<file path="src/tac_pkg.sv">
// Shared constants and types for the asynchronous-capable timer block.
// What this block and its software must do
// RQ1: Bypass bit set: count external clock unsynchronized.
// RQ2: Unsynchronized counting runs in sleep, overflow wakes.
// RQ3: Asynchronous counting withholds time base from compares.
// RQ4: Count byte reads always return stable values.
// RQ5: Software compensates overflow between two byte reads.
// RQ6: Software stops timer before writing the count.
// RQ7: Crystal amplifier drives only while enable bit set.
// RQ8: Enabled crystal oscillator keeps running during sleep.
// RQ9: Software waits for oscillator start-up before use.
// RQ10: Compare special-event mode trigger resets the count.
// RQ11: Trigger reset never sets the overflow flag.
// RQ12: Trigger reset honoured only in synchronous modes.
// RQ13: Software count write beats a same-cycle trigger.
// RQ14: Compare value pair acts as the timer period.
// RQ15: Rollover from maximum to zero sets overflow flag.
package tac_pkg;
  // Register addresses on the plain register port.
  localparam logic [3:0] ADDR_CTRL = 4'h0;
  localparam logic [3:0] ADDR_CNT_LO = 4'h1;
  localparam logic [3:0] ADDR_CNT_HI = 4'h2;
  localparam logic [3:0] ADDR_FLAG = 4'h3;
  localparam logic [3:0] ADDR_CCA_LO = 4'h4;
  localparam logic [3:0] ADDR_CCA_HI = 4'h5;
  localparam logic [3:0] ADDR_CCA_MODE = 4'h6;
  localparam logic [3:0] ADDR_CCB_LO = 4'h7;
  localparam logic [3:0] ADDR_CCB_HI = 4'h8;
  localparam logic [3:0] ADDR_CCB_MODE = 4'h9;
  // Control register bit positions.
  localparam int CTRL_RUN = 0;
  localparam int CTRL_EXT_SEL = 1;
  localparam int CTRL_SYNC_BYPASS_N = 2;
  localparam int CTRL_OSC_EN = 3;
  localparam int CTRL_OVF_IE = 4;
  localparam int CTRL_WIDTH = 5;
  // Flag register bit position.
  localparam int FLAG_OVF = 0;
  // Reset values and the count maximum.
  localparam logic [4:0] CTRL_RESET = 5'h00;
  localparam logic [15:0] COUNT_RESET = 16'h0000;
  localparam logic [15:0] COUNT_MAX = 16'hFFFF;
  localparam logic [3:0] MODE_RESET = 4'h0;
  // Compare mode code that issues the special event trigger.
  localparam logic [3:0] MODE_SPECIAL_EVENT = 4'hB;
  // Core clock and instruction-cycle rate.
  localparam int CLK_SYS_HZ = 10_000_000;
  localparam int INSTR_HZ = 2_500_000;
  localparam int INSTR_DIV = CLK_SYS_HZ / INSTR_HZ;
  // Settings of one capture/compare unit.
  typedef struct packed {
    logic [3:0] mode;
    logic [15:0] value;
  } tac_cc_cfg_t;
  // One register-port request.
  typedef struct packed {
    logic wrStb;
    logic rdStb;
    logic [3:0] addr;
    logic [7:0] wrData;
  } tac_reg_req_t;
endpackage : tac_pkg

</file>
<file path="src/tac_cc_unit.sv">
// Compare side of one capture/compare unit: special event on a period match.
`timescale 1ns/1ns
module tac_cc_unit (
  input wire logic clk_sys,
  input wire logic arst_n,
  input wire logic [15:0] count,
  input wire logic baseValid,
  input tac_pkg::tac_cc_cfg_t cfg,
  output logic specialEvent
);
  logic matchNow;
  logic matchPrev_ff;
  logic event_ff;

  // Match only in special-event mode and only with a usable time base.
  assign matchNow = baseValid && (cfg.mode == tac_pkg::MODE_SPECIAL_EVENT) // RQ10 RQ3
    && (count == cfg.value); // RQ14

  // One pulse per arrival at the compare value, not one per cycle held.
  always_ff @(posedge clk_sys or negedge arst_n) begin
    if (!arst_n) begin
      matchPrev_ff <= 1'b0;
      event_ff <= 1'b0;
    end else begin
      matchPrev_ff <= matchNow;
      event_ff <= matchNow & ~matchPrev_ff;
    end
  end

  assign specialEvent = event_ff;
endmodule : tac_cc_unit

</file>
<file path="src/tac_edge_det.sv">
// Rising-edge detector with an optional synchronizer chain in front.
`timescale 1ns/1ns
module tac_edge_det #(
  parameter int STAGES = 2
) (
  input wire logic clk_sys,
  input wire logic arst_n,
  input wire logic din,
  output logic risePulse
);
  logic [STAGES-1:0] chain_ff;
  logic [STAGES:0] chainIn;
  logic last_ff;

  // New sample enters at the bottom, so a single-stage chain needs no special case.
  assign chainIn = {chain_ff, din};

  // Shift the input through the chain; only the last stage feeds the detector.
  always_ff @(posedge clk_sys or negedge arst_n) begin
    if (!arst_n) begin
      chain_ff <= '0;
      last_ff <= 1'b0;
    end else begin
      chain_ff <= chainIn[STAGES-1:0];
      last_ff <= chain_ff[STAGES-1];
    end
  end

  // A rise is a high last stage after a low one.
  assign risePulse = chain_ff[STAGES-1] & ~last_ff;
endmodule : tac_edge_det

</file>
<file path="src/tac_timer.sv">
// Sixteen-bit timer/counter with sync and async counting, crystal and trigger reset.
//
// Chosen here: the placing of the registers and the plain strobed port.
`timescale 1ns/1ns
module tac_timer (
  input wire logic clk_sys,
  input wire logic arst_n,
  input wire logic [3:0] regAddr,
  input wire logic [7:0] regWrData,
  input wire logic regWrStb,
  input wire logic regRdStb,
  output logic [7:0] regRdData,
  input wire logic sleepMode,
  input wire logic extClkPin,
  input wire logic osc_in_pin,
  output logic osc_out_pin,
  output logic oscOutEn,
  output logic timeBaseValid,
  output logic [15:0] timeBase,
  output logic ccEventA,
  output logic ccEventB,
  output logic wakeIrq
);
  tac_pkg::tac_reg_req_t req;
  logic [tac_pkg::CTRL_WIDTH-1:0] timer_control_reg_ff;
  logic [15:0] count_ff;
  logic [15:0] nxt_count;
  logic overflow_irq_flag_ff;
  logic nxt_overflowFlag;
  tac_pkg::tac_cc_cfg_t cc_unit_a_ff;
  tac_pkg::tac_cc_cfg_t cc_unit_b_ff;
  logic [7:0] rdData_ff;
  logic [7:0] rdMux;
  logic wakeIrq_ff;
  logic [1:0] instrDiv_ff;
  logic instrTick;
  logic runOn;
  logic extSel;
  logic sync_bypass_n;
  logic osc_enable_bit;
  logic ovfIrqEn;
  logic asyncMode;
  logic countSrc;
  logic syncRise;
  logic asyncRise;
  logic countTick;
  logic wrCtrl;
  logic wrCntLo;
  logic wrCntHi;
  logic wrCount;
  logic wrFlag;
  logic trigA;
  logic trigB;
  logic trigReset;
  logic rollover;

  // Bundle the register-port request.
  assign req.wrStb = regWrStb;
  assign req.rdStb = regRdStb;
  assign req.addr = regAddr;
  assign req.wrData = regWrData;

  // Control bit fields.
  assign runOn = timer_control_reg_ff[tac_pkg::CTRL_RUN];
  assign extSel = timer_control_reg_ff[tac_pkg::CTRL_EXT_SEL];
  assign sync_bypass_n = timer_control_reg_ff[tac_pkg::CTRL_SYNC_BYPASS_N];
  assign osc_enable_bit = timer_control_reg_ff[tac_pkg::CTRL_OSC_EN];
  assign ovfIrqEn = timer_control_reg_ff[tac_pkg::CTRL_OVF_IE];
  assign asyncMode = extSel && sync_bypass_n; // RQ1

  // Write decode.
  assign wrCtrl = req.wrStb && (req.addr == tac_pkg::ADDR_CTRL);
  assign wrCntLo = req.wrStb && (req.addr == tac_pkg::ADDR_CNT_LO);
  assign wrCntHi = req.wrStb && (req.addr == tac_pkg::ADDR_CNT_HI);
  assign wrFlag = req.wrStb && (req.addr == tac_pkg::ADDR_FLAG);
  assign wrCount = wrCntLo || wrCntHi;

  // Crystal amplifier: inverts the crystal input and drives only when enabled.
  // Sleep does not gate it, so the oscillator keeps running while asleep.
  assign osc_out_pin = osc_enable_bit & ~osc_in_pin; // RQ7 RQ8
  assign oscOutEn = osc_enable_bit; // RQ7

  // External count clock comes from the crystal when it runs, else the pin.
  assign countSrc = osc_enable_bit ? osc_in_pin : extClkPin;

  // Synchronized path: two-stage synchronizer, then edge detect.
  tac_edge_det #(
    .STAGES(2)
  ) u_syncEdge (
    .clk_sys(clk_sys),
    .arst_n(arst_n),
    .din(countSrc),
    .risePulse(syncRise)
  );

  // Bypass path: a single sample stage, no synchronizer chain.
  tac_edge_det #(
    .STAGES(1)
  ) u_asyncEdge (
    .clk_sys(clk_sys),
    .arst_n(arst_n),
    .din(countSrc),
    .risePulse(asyncRise)
  );

  // Instruction-cycle enable: one pulse every INSTR_DIV core clocks.
  always_ff @(posedge clk_sys or negedge arst_n) begin
    if (!arst_n) begin
      instrDiv_ff <= 2'h0;
    end else if (instrTick) begin
      instrDiv_ff <= 2'h0;
    end else begin
      instrDiv_ff <= instrDiv_ff + 2'h1;
    end
  end
  assign instrTick = (instrDiv_ff == 2'(tac_pkg::INSTR_DIV - 1));

  // Count enable. Internal and synchronized sources stop in sleep;
  // the bypass path keeps counting while the core sleeps.
  assign countTick = runOn && (extSel
    ? (sync_bypass_n ? asyncRise : (syncRise && !sleepMode)) // RQ1 RQ2
    : (instrTick && !sleepMode));

  // Time base offered to the compare units only when not counting asynchronously.
  assign timeBaseValid = !asyncMode; // RQ3
  assign timeBase = asyncMode ? tac_pkg::COUNT_RESET : count_ff; // RQ3

  tac_cc_unit u_ccA (
    .clk_sys(clk_sys),
    .arst_n(arst_n),
    .count(count_ff),
    .baseValid(timeBaseValid),
    .cfg(cc_unit_a_ff),
    .specialEvent(trigA)
  );

  tac_cc_unit u_ccB (
    .clk_sys(clk_sys),
    .arst_n(arst_n),
    .count(count_ff),
    .baseValid(timeBaseValid),
    .cfg(cc_unit_b_ff),
    .specialEvent(trigB)
  );

  assign ccEventA = trigA;
  assign ccEventB = trigB;

  // Either unit's trigger restarts the count, but never in async counting.
  assign trigReset = (trigA || trigB) && !asyncMode; // RQ10 RQ12 RQ14

  // Rollover happens only on a real increment from the maximum.
  assign rollover = countTick && !wrCount && !trigReset && (count_ff == tac_pkg::COUNT_MAX); // RQ15 RQ11

  // Next count: software write first, then trigger reset, then increment.
  assign nxt_count = wrCntLo ? {count_ff[15:8], req.wrData}
    : wrCntHi ? {req.wrData, count_ff[7:0]} // RQ13
    : trigReset ? tac_pkg::COUNT_RESET // RQ10
    : countTick ? count_ff + 16'h0001
    : count_ff;

  // Overflow flag: hardware set beats a software clear in the same cycle.
  assign nxt_overflowFlag = rollover ? 1'b1 // RQ15
    : wrFlag ? req.wrData[tac_pkg::FLAG_OVF]
    : overflow_irq_flag_ff;

  // Count and flag storage.
  always_ff @(posedge clk_sys or negedge arst_n) begin
    if (!arst_n) begin
      count_ff <= tac_pkg::COUNT_RESET;
      overflow_irq_flag_ff <= 1'b0;
    end else begin
      count_ff <= nxt_count;
      overflow_irq_flag_ff <= nxt_overflowFlag;
    end
  end

  // Control and compare configuration registers.
  always_ff @(posedge clk_sys or negedge arst_n) begin
    if (!arst_n) begin
      timer_control_reg_ff <= tac_pkg::CTRL_RESET;
      cc_unit_a_ff <= '{mode: tac_pkg::MODE_RESET, value: tac_pkg::COUNT_RESET};
      cc_unit_b_ff <= '{mode: tac_pkg::MODE_RESET, value: tac_pkg::COUNT_RESET};
    end else if (req.wrStb) begin
      unique case (req.addr)
        tac_pkg::ADDR_CTRL: timer_control_reg_ff <= req.wrData[tac_pkg::CTRL_WIDTH-1:0];
        tac_pkg::ADDR_CCA_LO: cc_unit_a_ff.value[7:0] <= req.wrData;
        tac_pkg::ADDR_CCA_HI: cc_unit_a_ff.value[15:8] <= req.wrData;
        tac_pkg::ADDR_CCA_MODE: cc_unit_a_ff.mode <= req.wrData[3:0];
        tac_pkg::ADDR_CCB_LO: cc_unit_b_ff.value[7:0] <= req.wrData;
        tac_pkg::ADDR_CCB_HI: cc_unit_b_ff.value[15:8] <= req.wrData;
        tac_pkg::ADDR_CCB_MODE: cc_unit_b_ff.mode <= req.wrData[3:0];
        default: begin
        end
      endcase
    end
  end

  // Read selection. Count bytes come from the core-clock register, so a byte
  // read is always a settled value even while counting asynchronously.
  assign rdMux = (req.addr == tac_pkg::ADDR_CTRL) ? {3'h0, timer_control_reg_ff}
    : (req.addr == tac_pkg::ADDR_CNT_LO) ? count_ff[7:0] // RQ4
    : (req.addr == tac_pkg::ADDR_CNT_HI) ? count_ff[15:8] // RQ4
    : (req.addr == tac_pkg::ADDR_FLAG) ? {7'h00, overflow_irq_flag_ff}
    : (req.addr == tac_pkg::ADDR_CCA_LO) ? cc_unit_a_ff.value[7:0]
    : (req.addr == tac_pkg::ADDR_CCA_HI) ? cc_unit_a_ff.value[15:8]
    : (req.addr == tac_pkg::ADDR_CCA_MODE) ? {4'h0, cc_unit_a_ff.mode}
    : (req.addr == tac_pkg::ADDR_CCB_LO) ? cc_unit_b_ff.value[7:0]
    : (req.addr == tac_pkg::ADDR_CCB_HI) ? cc_unit_b_ff.value[15:8]
    : (req.addr == tac_pkg::ADDR_CCB_MODE) ? {4'h0, cc_unit_b_ff.mode}
    : 8'h00;

  // Read data and wake request registers; read data stands one cycle only.
  always_ff @(posedge clk_sys or negedge arst_n) begin
    if (!arst_n) begin
      rdData_ff <= 8'h00;
      wakeIrq_ff <= 1'b0;
    end else begin
      rdData_ff <= req.rdStb ? rdMux : 8'h00;
      wakeIrq_ff <= overflow_irq_flag_ff && ovfIrqEn; // RQ2
    end
  end

  assign regRdData = rdData_ff;
  assign wakeIrq = wakeIrq_ff;
endmodule : tac_timer

</file>
<file path="config.mk">
export PLATFORM = sky130hd
export DESIGN_NAME = tac_timer
export DESIGN_NICKNAME = d
export VERILOG_FILES = /design/src/tac_pkg.sv /design/src/tac_cc_unit.sv /design/src/tac_edge_det.sv /design/src/tac_timer.sv
export SDC_FILE = /design/constraint.sdc
export NUM_CORES = 1
export LEC_CHECK = 0
export ABC_AREA = 1
export BUFFER_PORTS_ARGS = -buffer_cell sky130_fd_sc_hd__buf_2
export CORE_MARGIN = 2
export CORE_UTILIZATION = 64
export CTS_CLUSTER_SIZE = 14
export DETAILED_ROUTE_END_ITERATION = 10
export PLACE_DENSITY = 0.93
export SKIP_LAST_GASP = 1
export SLEW_MARGIN = 40
export SYNTH_ARGS = -nofsm -noshare
export SYNTH_HDL_FRONTEND = slang
export SYNTH_SLANG_ARGS = --single-unit
</file>
<file path="constraint.sdc">
create_clock -name clk_sys -period 4.66 [get_ports clk_sys]
set_input_delay 0.233 -clock clk_sys [delete_from_list [all_inputs] [get_ports clk_sys]]
set_output_delay 0.233 -clock clk_sys [all_outputs]
set_load 0.05 [all_outputs]
</file>
==> impl_results.md, run 1 <==
- Total CTS buffers: 9
- GPL Wtd Cong: 1.022
- Die area: 0.007848 mm^2
- Worst EP required: 4.90 ns
- Post-CTS setup buffer count: 0
- Status: finished clean
- Synthesized cell area: 0.004579 mm^2
- Initial antenna violation count: 0
- Mapped Nets: 654
- Via density: 5.895
- Setup Skew: 0.01498 ns
- CP Launch Type: register
- Rel. slew slack: 0.5294
- Post-DRT Antenna Nets: 0
- Slew Viols, Final: 0
- Maximum vdd drop: 0.4507 mV
- Nets: 700
- Sequential share of the synthesized area: 0.4372
- First-pass detailed-route iteration total: 7
- Number of global-route vias before repair: 4,286
- Pin count of the biggest net entering global routing: 81
- TritonCTS clock tree: built
- Clk sinks: 80
- Ant diodes: 0
- Final worst-path cycle share: 0.4448
- P_leak: 2.663 nW
- Crit. End Element: register
- Die Wd: 88.59 um
- Synth cell types: 31
- Htree depth: 3
- Layout cell share with drive strength beyond 1: 0.1213
- Setup_tns: 0 ns
- Final min period: 2.073 ns
- Commonest non-fill, non-tap cell in the layout: nand2_1
- IO Pins: 49
- DRT iter0 DRCs: 513
- Final wirelength: 14,210 um
- Area Growth Syn to Fin: 11.15%
- Syn avg cell area: 7.234 um^2
- Critical Path Fanout Max: 18
- Reg clk slew, reported paths: 0.08 ns
- Most used cell, CP: nand2_1
- Fin. Hold Viols: 0
- Maximum clock rate: 0.4825 GHz
- Tot GR Track Use: 0.3873
- Max-cap violations: 0
- Post-Synthesis Cells: 633
- RSZ-0062 raised after global routing: no
- Yosys synthesis warning count: 0
- Hold_buf cts: 1
- Global-route wire length before repair: 22,300 um
- Setup violations, final: 0
- Row count: 30
- PwrDens: 500.6 mW/mm^2
- Worst hold path class: in -> reg
- Post-CTS Resized: 0
- Mean routed wirelength per cell: 18.22 um
- Core box area: 0.006869 mm^2
- Die H: 88.59 um
- Worst-Margin Slew: 0.7059 ns
- Yosys reg bits: 80
- DR DRC count: 0
- CP Cell Sequence: nand2_1 -> inv_2 -> nand2_1 -> nand4_1 -> nand2_1 -> nand2_1 -> nand2_2 -> nand2_1 -> o21ai_1
- Initial core utilization: 0.6667
- Crit path DAT: 2.31 ns
- Port buffer count: 48
- Clock Tree Root: clkbuf_8
- Max clock buf depth: 2
- Most frequent cells in the layout: nand2_1, o21ai_0, dfrtp_1
- HPWL after DPL: 10,220 um
- Post-route insts no fill: 780
- Worst-Skew Late Latency: 0.36 ns
- Hold WS: 0.1246 ns
- Via Count: 4,598
- Max stage delay cell, worst path: dfrtp_1
- WS Path Type: reg -> reg
- GR Overflow Total: 0
- Placed Cells: 763
- Critical Path Max Stage Delay: 0.43 ns
[metrics by stage]
step | utilization | total power [mW] | area, um^2 | setup WS [ns]
finish | 0.7410 | 2.548 | 5090 | 2.587
global route | 0.7410 | 2.667 | 5090 | 2.460
CTS | 0.7410 | 2.519 | 5090 | 2.645
detailed placement | 0.7078 | 1.938 | 4862 | 2.656
global placement | 0.7073 | 1.921 | 4858 | 2.705
floorplan | - | 1.649 | 4579 | 2.579
[state kept, by name (all words and copies together), names as in the netlist]
register	cells
wakeIrq	1
u_ccB.specialEvent	1
cc_unit_a_ff	20
cc_unit_b_ff	20
overflow_irq_flag_ff	1
instrDiv_ff	2
u_ccB.matchPrev_ff	1
count_ff	16
timer_control_reg_ff	5
u_asyncEdge.last_ff	1
u_syncEdge.last_ff	1
u_syncEdge.chain_ff	1
u_ccA.specialEvent	1
u_ccA.matchPrev_ff	1
regRdData	8
[layer usage]
metal / wire (um) / vias to the layer above / track usage
li1: - / 2131 / -
met1: 5555 / 2071 / 0.5218
met2: 6305 / 336 / 0.6049
met3: 1664 / 60 / 0.08396
met4: 687 / 0 / 0.1722
met5: 0 / - / 0
[area by class of cell]
| cell class | instances | area, um^2 |
|---|---|---|
| Timing Repair Buffer | 49 | 256.5 |
| Tap cell | 96 | 120.1 |
| Clock inverter | 6 | 90.09 |
| Sequential cell | 80 | 2002 |
| Clock buffer | 10 | 127.6 |
| Fill cell | 584 | 1779 |
| Multi-Input combinational cell | 461 | 2196 |
| Inverter | 78 | 297.8 |
[synth_stat cells, drive strengths merged]
master / count / area share
or2: 2 / 0.0027
nand4: 10 / 0.014
inv: 78 / 0.065
buf: 7 / 0.012
xor2: 16 / 0.031
o22ai: 15 / 0.020
o21a: 1 / 0.0016
nor2: 76 / 0.076
o21ai: 92 / 0.10
a21oi: 16 / 0.017
clkbuf: 7 / 0.0060
xnor2: 2 / 0.0038
nor4: 1 / 0.0014
nor3: 8 / 0.0087
nand3: 38 / 0.042
and3: 1 / 0.0014
ha: 2 / 0.0055
nand2: 180 / 0.15
dfrtp: 80 / 0.44
nand3b: 1 / 0.0016
[worst max-delay path: cells and delay by family (launching register included)]
kind	cells	cell delay, ns
AND/OR/NAND/NOR	7	1.13
flip-flops	1	0.43
buffers and inverters	1	0.34
AO/OA/AOI/OAI	1	0.07
[kinds of logic (layout without fill, tap and decap cells)]
logic type	count (synthesis)	count (layout)	share of synthesized area
AND/OR/NAND/NOR	317	317	0.2995
AO/OA/AOI/OAI	124	124	0.1402
XOR/XNOR	18	18	0.03443
buffers and inverters	92	143	0.08333
flip-flops	80	80	0.4372
adder cells (fa/ha/maj)	2	2	0.005464
[path summary, 6_finish.rpt]
path                                          from  cells after the start                 endpoint  slack [ns]
setup / recovery           timer_control_reg_ff[1]                      9              count_ff[5]        2.59
hold / removal                          osc_in_pin                      3   u_syncEdge.chain_ff[0]        0.12
setup reg to reg           timer_control_reg_ff[1]                      9              count_ff[5]        2.59
hold reg to reg             u_syncEdge.chain_ff[0]                      0      u_asyncEdge.last_ff        0.39
max in group asynchronous                   arst_n                      2  timer_control_reg_ff[1]        3.70
min in group asynchronous                   arst_n                      2         cc_unit_a_ff[18]        0.49
[power by group]
| part | internal, mW | total (mW) | switching (mW) |
|---|---|---|---|
| Combinational | 0.267 | 0.900 | 0.633 |
| Sequential | 0.835 | 1.06 | 0.230 |
| Clock | 0.305 | 0.583 | 0.278 |
| Total | 1.41 | 2.55 | 1.14 |
Power figures use the tool's default switching activity.
==> run 2, diff against run 1 <==
--- a/config.mk
+++ b/config.mk
@@ -8,10 +8,10 @@
 export ABC_AREA = 1
 export BUFFER_PORTS_ARGS = -buffer_cell sky130_fd_sc_hd__buf_2
 export CORE_MARGIN = 2
-export CORE_UTILIZATION = 64
+export CORE_UTILIZATION = 53
 export CTS_CLUSTER_SIZE = 14
 export DETAILED_ROUTE_END_ITERATION = 10
-export PLACE_DENSITY = 0.93
+export PLACE_DENSITY = 0.83
 export SKIP_LAST_GASP = 1
 export SLEW_MARGIN = 40
 export SYNTH_ARGS = -nofsm -noshare
==> constraint.sdc (replaced) <==
create_clock -name clk_sys -period 1.9 [get_ports clk_sys]
set_input_delay 0.095 -clock clk_sys [delete_from_list [all_inputs] [get_ports clk_sys]]
set_output_delay 0.095 -clock clk_sys [all_outputs]
set_load 0.05 [all_outputs]
==> run 2 against run 1 <==
Compared with the run above:
- via count grew 1.4%
- core utilization decreased by 9.8 points
- sequential share of layout area fell by 1.8 points
- critical endpoint is now count_ff[14]
==> impl_results.md, run 2 (synthesis results as in run 1) <==
- Post-DRT Antenna Nets: 0 (unchanged)
- CP Launch Type: register
- Worst hold path class: in -> reg
- Reg2reg setup slack: 0.17 ns (-2.42 ns)
- Area Growth Syn to Fin: 16.53%
- DR DRC count: 0 (unchanged)
- Rel. slew slack: 0.6564 (+0.1270)
- Status: finished clean
- P_leak: 2.808 nW (+5.4%)
- Final min period: 1.729 ns (-0.3439 ns)
- Clk sinks: 80 (unchanged)
- Final setup margin: 0.1712 ns (-2.416 ns)
- Worst-Skew Late Latency: 0.36 ns (about the same)
- WS Path Type: reg -> reg
- Maximum clock rate: 0.5785 GHz (+20%)
- Hold WS: 0.02260 ns (-0.1020 ns)
- Die area: 0.009400 mm^2 (+20%)
- Final wirelength: 14,940 um (+5.1%)
- Initial antenna violation count: 0 (unchanged)
- Setup Skew: 0.01352 ns (-0.001469 ns)
- DRT iter0 DRCs: 391 (-24%)
- Critical Path Max Stage Delay: 0.56 ns (+0.13 ns)
- Most used cell, CP: nand2_1
- Setup violations, final: 0 (unchanged)
- Mean routed wirelength per cell: 18.33 um (+0.58%)
- Maximum vdd drop: 0.8290 mV (+84%)
- Commonest non-fill, non-tap cell in the layout: nand2_1
- Core box area: 0.008299 mm^2 (+21%)
- GR Overflow Total: 0 (unchanged)
- Final worst-path cycle share: 0.9099 (+0.4651)
- Total CTS buffers: 9 (unchanged)
- Pin count of the biggest net entering global routing: 42 (-48%)
- WP buf/inv: 2 (+1)
- HPWL after DPL: 11,400 um (+12%)
- Crit. End Element: register
- Most frequent cells in the layout: nand2_1, o21ai_0, dfrtp_1
- Layout Utilization: 0.6430 (-0.09799)
- Nets: 727 (+3.9%)
- Critical Path Fanout Max: 6 (-12)
- Max stage delay cell, worst path: dfrtp_1
- Htree depth: 3 (unchanged)
- Global-route wire length before repair: 23,630 um (+6.0%)
- IO Pins: 49 (unchanged)
- Reg clk slew, reported paths: 0.09 ns (about the same)
- PwrDens: 1223 mW/mm^2 (+140%)
- TritonCTS clock tree: built
- Post-Place Setup Slack: 0.1294 ns (-2.526 ns)
- Worst EP required: 2.20 ns (-2.70 ns)
- Slew Viols, Final: 0 (unchanged)
- Max-cap violations: 0 (unchanged)
- Layout cell share with drive strength beyond 1: 0.1549 (+0.03358)
- Family with the most delay on the worst path: flip-flops
- RSZ-0062 raised after global routing: no
- Crit path DAT: 2.03 ns (-0.28 ns)
- GPL Wtd Cong: 0.9905 (-3.1%)
- Ant diodes: 0 (unchanged)
- Initial core utilization: 0.5518 (-0.1149)
- CP Cell Sequence: inv_1 -> nor3_1 -> buf_4 -> nand2_1 -> o21ai_0 -> nand3_1 -> nand2_1 -> nand2_1 -> nand2_1
- Die H: 96.96 um (+9.4%)
- Fin. Hold Viols: 0 (unchanged)
- Worst-Margin Slew: 0.5148 ns (-0.1911 ns)
- Via Count: 4,664 (+1.4%)
- Port buffer count: 48 (unchanged)
- Die Wd: 96.96 um (+9.4%)
- Tot GR Track Use: 0.3226 (-0.06461)
- Via density: 5.723 (-2.9%)
- Number of global-route vias before repair: 4,392 (+2.5%)
- Clock Tree Root: clkbuf_8
- Biggest regs: cc_unit_a_ff (20), cc_unit_b_ff (20), count_ff (16)
- Row count: 33 (+10%)
- Max clock buf depth: 2 (unchanged)
- First-pass detailed-route iteration total: 5 (-2)
-- run 2: changes by cell type in the layout (fill, tap and decap cells not counted), sizes merged --
cell	change
dlygate4sd3	+1
clkinvlp	-1
inv	-2
buf	+26
bufinv	+1
clkbuf	-1
clkinv	+2
-- run 2: through the flow --
step	TNS [ns]	power (mW)	cell area (um^2)	instances
3_5_place_dp	0	4.950	5070	797
6_report	0	6.527	5336	815
3_3_place_gp	0	4.914	5070	797
5_1_grt	0	6.839	5336	815
4_1_cts	0	6.451	5323	814
2_1_floorplan	-0.4329	4.044	4579	633
-- run 2: area by class of cell --
cell class	count	area [um^2]
Sequential cell	80	2003
Clock inverter	6	108.9
Multi-Input combinational cell	461	2201
Fill cell	764	2963
Tap cell	105	131.4
Timing Repair Buffer	76	470.5
Inverter	78	297.8
Clock buffer	9	123.9
-- run 2: timing repair --
item | 4_1_cts | 5_1_grt
buffers inserted | 0 | 1
hold endpoints to repair | 40 | 0
hold buffers | 2 | 0
resized for setup | 0 | 2
setup endpoints to repair | 0 | 4
-- run 2: path summary, 6_finish.rpt --
check                                            start                     end  depth (start not counted)
worst max-delay path                       count_ff[6]            count_ff[14]                          9
worst min-delay path                        osc_in_pin  u_syncEdge.chain_ff[0]                          3
worst max register to register             count_ff[6]            count_ff[14]                          9
worst min register to register  u_syncEdge.chain_ff[0]     u_asyncEdge.last_ff                          0
max in group asynchronous                       arst_n             count_ff[0]                          3
min in group asynchronous                       arst_n        cc_unit_b_ff[16]                          2
-- run 2: where the power goes --
part           internal [mW]  switching (mW)
Clock                  0.864           0.657
Sequential              2.05           0.450
Combinational          0.789            1.71
-- run 2: worst register-to-register path, cell delays in order (launching register included) --
cell and delay, ns:
dfrtp_1 0.56, inv_1 0.23, nor3_1 0.22, buf_4 0.17, nand2_1 0.05, o21ai_0 0.16, nand3_1 0.09, nand2_1 0.07
nand2_1 0.05, nand2_1 0.06
-- run 2: metal layers --
metal | vias up | global-route usage | part of all wire
met2 | 222 | 0.5144 | 0.45
met3 | 29 | 0.05202 | 0.080
met5 | - | 0 | 0
met4 | 0 | 0.09751 | 0.023
met1 | 2226 | 0.4553 | 0.44
li1 | 2187 | - | -
==> run 3, diff against run 2 <==
--- a/config.mk
+++ b/config.mk
@@ -7,13 +7,15 @@
 export LEC_CHECK = 0
 export ABC_AREA = 1
 export BUFFER_PORTS_ARGS = -buffer_cell sky130_fd_sc_hd__buf_2
+export CELL_PAD_IN_SITES_DETAIL_PLACEMENT = 0
+export CELL_PAD_IN_SITES_GLOBAL_PLACEMENT = 1
 export CORE_MARGIN = 2
-export CORE_UTILIZATION = 53
+export CORE_UTILIZATION = 46
 export CTS_CLUSTER_SIZE = 14
 export DETAILED_ROUTE_END_ITERATION = 10
-export PLACE_DENSITY = 0.83
+export PLACE_DENSITY = 0.92
 export SKIP_LAST_GASP = 1
-export SLEW_MARGIN = 40
+export SLEW_MARGIN = 20
 export SYNTH_ARGS = -nofsm -noshare
 export SYNTH_HDL_FRONTEND = slang
 export SYNTH_SLANG_ARGS = --single-unit
==> constraint.sdc (replaced) <==
create_clock -name clk_sys -period 2 [get_ports clk_sys]
set_input_delay 0.1 -clock clk_sys [delete_from_list [all_inputs] [get_ports clk_sys]]
set_output_delay 0.1 -clock clk_sys [all_outputs]
set_load 0.05 [all_outputs]
==> run 3 against run 2 <==
Compared with the run above:
- worst setup slack improved by 0.018 ns
- non-clock buffer count decreased by 11
- via count decreased by 3.9%
- critical endpoint is now overflow_irq_flag_ff
- highest routed layer unchanged
==> impl_results.md, run 3 (synthesis results as in run 1) <==
- RSZ-0062 raised after global routing: yes
- Status: finished clean
- Switching portion of total power: 0.4390 (+0.006685)
- Setup violations, final: 0 (unchanged)
- Worst setup startpoint: count_ff[0]
- Post-CTS setup buffer count: 0 (unchanged)
- Reg clk slew, reported paths: 0.09 ns (about the same)
- PwrDens: 1133 mW/mm^2 (-7.4%)
- Seq pwr share: 0.399 (+0.016)
- Maximum vdd drop: 0.9043 mV (+9.1%)
- Die area: 0.01077 mm^2 (+15%)
- Layout cell share with drive strength beyond 1: 0.1402 (-0.01473)
- Logic pwr share: 0.381 (-0.003)
- Total CTS buffers: 9 (unchanged)
- Worst hold path class: in -> reg
- Via Count: 4,481 (-3.9%)
- Cell area after layout: 0.005265 mm^2 (-1.3%)
- P_leak: 2.730 nW (-2.8%)
- Worst r2r src: count_ff[0]
- HPWL after DPL: 11,050 um (-3.0%)
- Clock power frac: 0.220 (-0.013)
- Maximum clock rate: 0.5523 GHz (-4.5%)
- TritonCTS clock tree: built
- Initial core utilization: 0.4707 (-0.08111)
- Critical Path Max Stage Delay: 0.45 ns (-0.11 ns)
- CP Launch Type: register
- Via density: 5.386 (-5.9%)
- Placed inst area: 0.005022 mm^2 (-0.94%)
- Flip-flop and latch area: 0.002004 mm^2 (about the same)
- Die Wd: 103.8 um (+7.0%)
- CP Cell Sequence: ha_1 -> nand2_1 -> nor2_4 -> nand3_1 -> inv_1 -> nand2_1 -> nor3_1 -> nand4_1 -> nand2_1
- Setup crit end: overflow_irq_flag_ff
- Clk sinks: 80 (unchanged)
- Global-route wire length before repair: 23,450 um (-0.76%)
- Max clock buf depth: 2 (unchanged)
- DRT iter0 DRCs: 344 (-12%)
- Worst-Margin Slew: 0.5453 ns (+0.03049 ns)
- Pin count of the biggest net entering global routing: 44 (+4.8%)
- Ant diodes: 0 (unchanged)
- Final wirelength: 14,610 um (-2.2%)
- Tot GR Track Use: 0.2814 (-0.04124)
- Worst EP required: 2.31 ns (+0.11 ns)
- Final worst-path cycle share: 0.9053 (-0.004528)
- Core box area: 0.009729 mm^2 (+17%)
- Final min period: 1.811 ns (+0.08193 ns)
- Worst reg2reg endpoint: overflow_irq_flag_ff
- Slew Viols, Final: 0 (unchanged)
- Hold WS: 0.02868 ns (+0.006081 ns)
- WP buf/inv: 1 (-1)
- Row count: 36 (+9.1%)
- Critical Path Fanout Max: 6 (unchanged)
- Mean routed wirelength per cell: 17.56 um (-4.2%)
- Reg2Reg Depth: 9 (unchanged)
- First-pass detailed-route iteration total: 5 (unchanged)
- GR Overflow Total: 0 (unchanged)
- DR DRC count: 0 (unchanged)
- Port buffer count: 48 (unchanged)
- Nets: 716 (-1.5%)
- Number of global-route vias before repair: 4,257 (-3.1%)
- Clock Tree Root: clkbuf_8
- Initial antenna violation count: 0 (unchanged)
- Post-DRT Antenna Nets: 0 (unchanged)
- Switching pwr: 2.618 mW (-7.2%)
- Family with the most delay on the worst path: simple AND/OR/NAND/NOR gates
- Crit path DAT: 2.12 ns (+0.09 ns)
- WP depth: 9 (unchanged)
- Fin. Hold Viols: 0 (unchanged)
- WS Path Type: reg -> reg
- Area occupied by multi-input gates: 0.002196 mm^2 (-0.23%)
- Crit. End Element: register
- Max stage delay cell, worst path: dfrtp_2
- Biggest regs: cc_unit_a_ff (20), cc_unit_b_ff (20), count_ff (16)
- Setup_tns: 0 ns (unchanged)
- Most frequent cells in the layout: nand2_1, o21ai_0, dfrtp_1
- IO Pins: 49 (unchanged)
- Htree depth: 3 (unchanged)
- Commonest non-fill, non-tap cell in the layout: nand2_1
- GPL Wtd Cong: 0.9601 (-3.1%)
- Setup Skew: 0.01089 ns (-0.002626 ns)
- Max-cap violations: 0 (unchanged)
- Rel. slew slack: 0.6337 (-0.02276)
- # fillers: 1,005 (+32%)
- Area Growth Syn to Fin: 14.97%
- Most used cell, CP: nand2_1
- Worst-Skew Late Latency: 0.36 ns (about the same)
- P_int: 3.345 mW (-9.7%)
- Die H: 103.8 um (+7.0%)
- Reg2reg setup slack: 0.19 ns (+0.02 ns)
run 3: how the worst min path moves through the flow:
stage	start	to	slack, ns	cells past startpoint
final	regRdStb	regRdData[0]	0.03	3
after global routing	regRdStb	regRdData[0]	0.04	3
after CTS	regRdStb	regRdData[0]	0.02	3
after detailed placement	arst_n	regRdData[4]	0.11	1
after global placement	arst_n	u_ccB.matchPrev_ff	0.10	1
after floorplan	arst_n	cc_unit_a_ff[0]	-0.20	0
run 3: final cells by class:
class / count / share of cell area
repair buffers: 65 / 0.07414
clock buffers: 10 / 0.02424
inverters: 78 / 0.05656
flip-flops and latches: 80 / 0.3807
clock inverters: 5 / 0.01568
multi-input cells: 461 / 0.4171
well taps: 133 / 0.03161
run 3: power groups by stage:
stage          logic (mW)  clock network, mW  registers (mW)
2_1_floorplan        1.55                  0            2.29
3_3_place_gp         2.23                  0            2.38
3_5_place_dp         2.24                  0            2.38
4_1_cts              2.25               1.32            2.35
5_1_grt              2.49               1.39            2.42
6_report             2.27               1.31            2.38
run 3: tightest hold or removal path, delay by kind of cell:
family | cells | cell delay, ns
buffers and inverters | 1 | 0.13
AOI/OAI and AO/OA | 2 | 0.13
run 3: routing by layer:
| metal | GRT usage | wire length (um) | vias up |
|---|---|---|---|
| met5 | 0 | 0 | - |
| met4 | 0.1014 | 414 | 0 |
| met3 | 0.04531 | 1036 | 36 |
| met2 | 0.4352 | 6370 | 193 |
| met1 | 0.4011 | 6786 | 2095 |
| li1 | - | - | 2157 |
run 3: through the flow:
stage          instances  utilization  setup slack (ns)  power [mW]
3_5_place_dp         814       0.5162            0.1886       4.622
6_report             832       0.5412            0.1893       5.963
3_3_place_gp         814       0.5162            0.1896       4.609
2_1_floorplan        633            -           0.05171       3.841
5_1_grt              832       0.5412         -0.001989       6.290
4_1_cts              832       0.5409            0.1734       5.925
run 3: repair_timing:
action	4_1_cts	5_1_grt
gates resized for setup	0	2
endpoints found under the hold margin	38	0
setup endpoints to repair	0	6
hold buffers	3	0
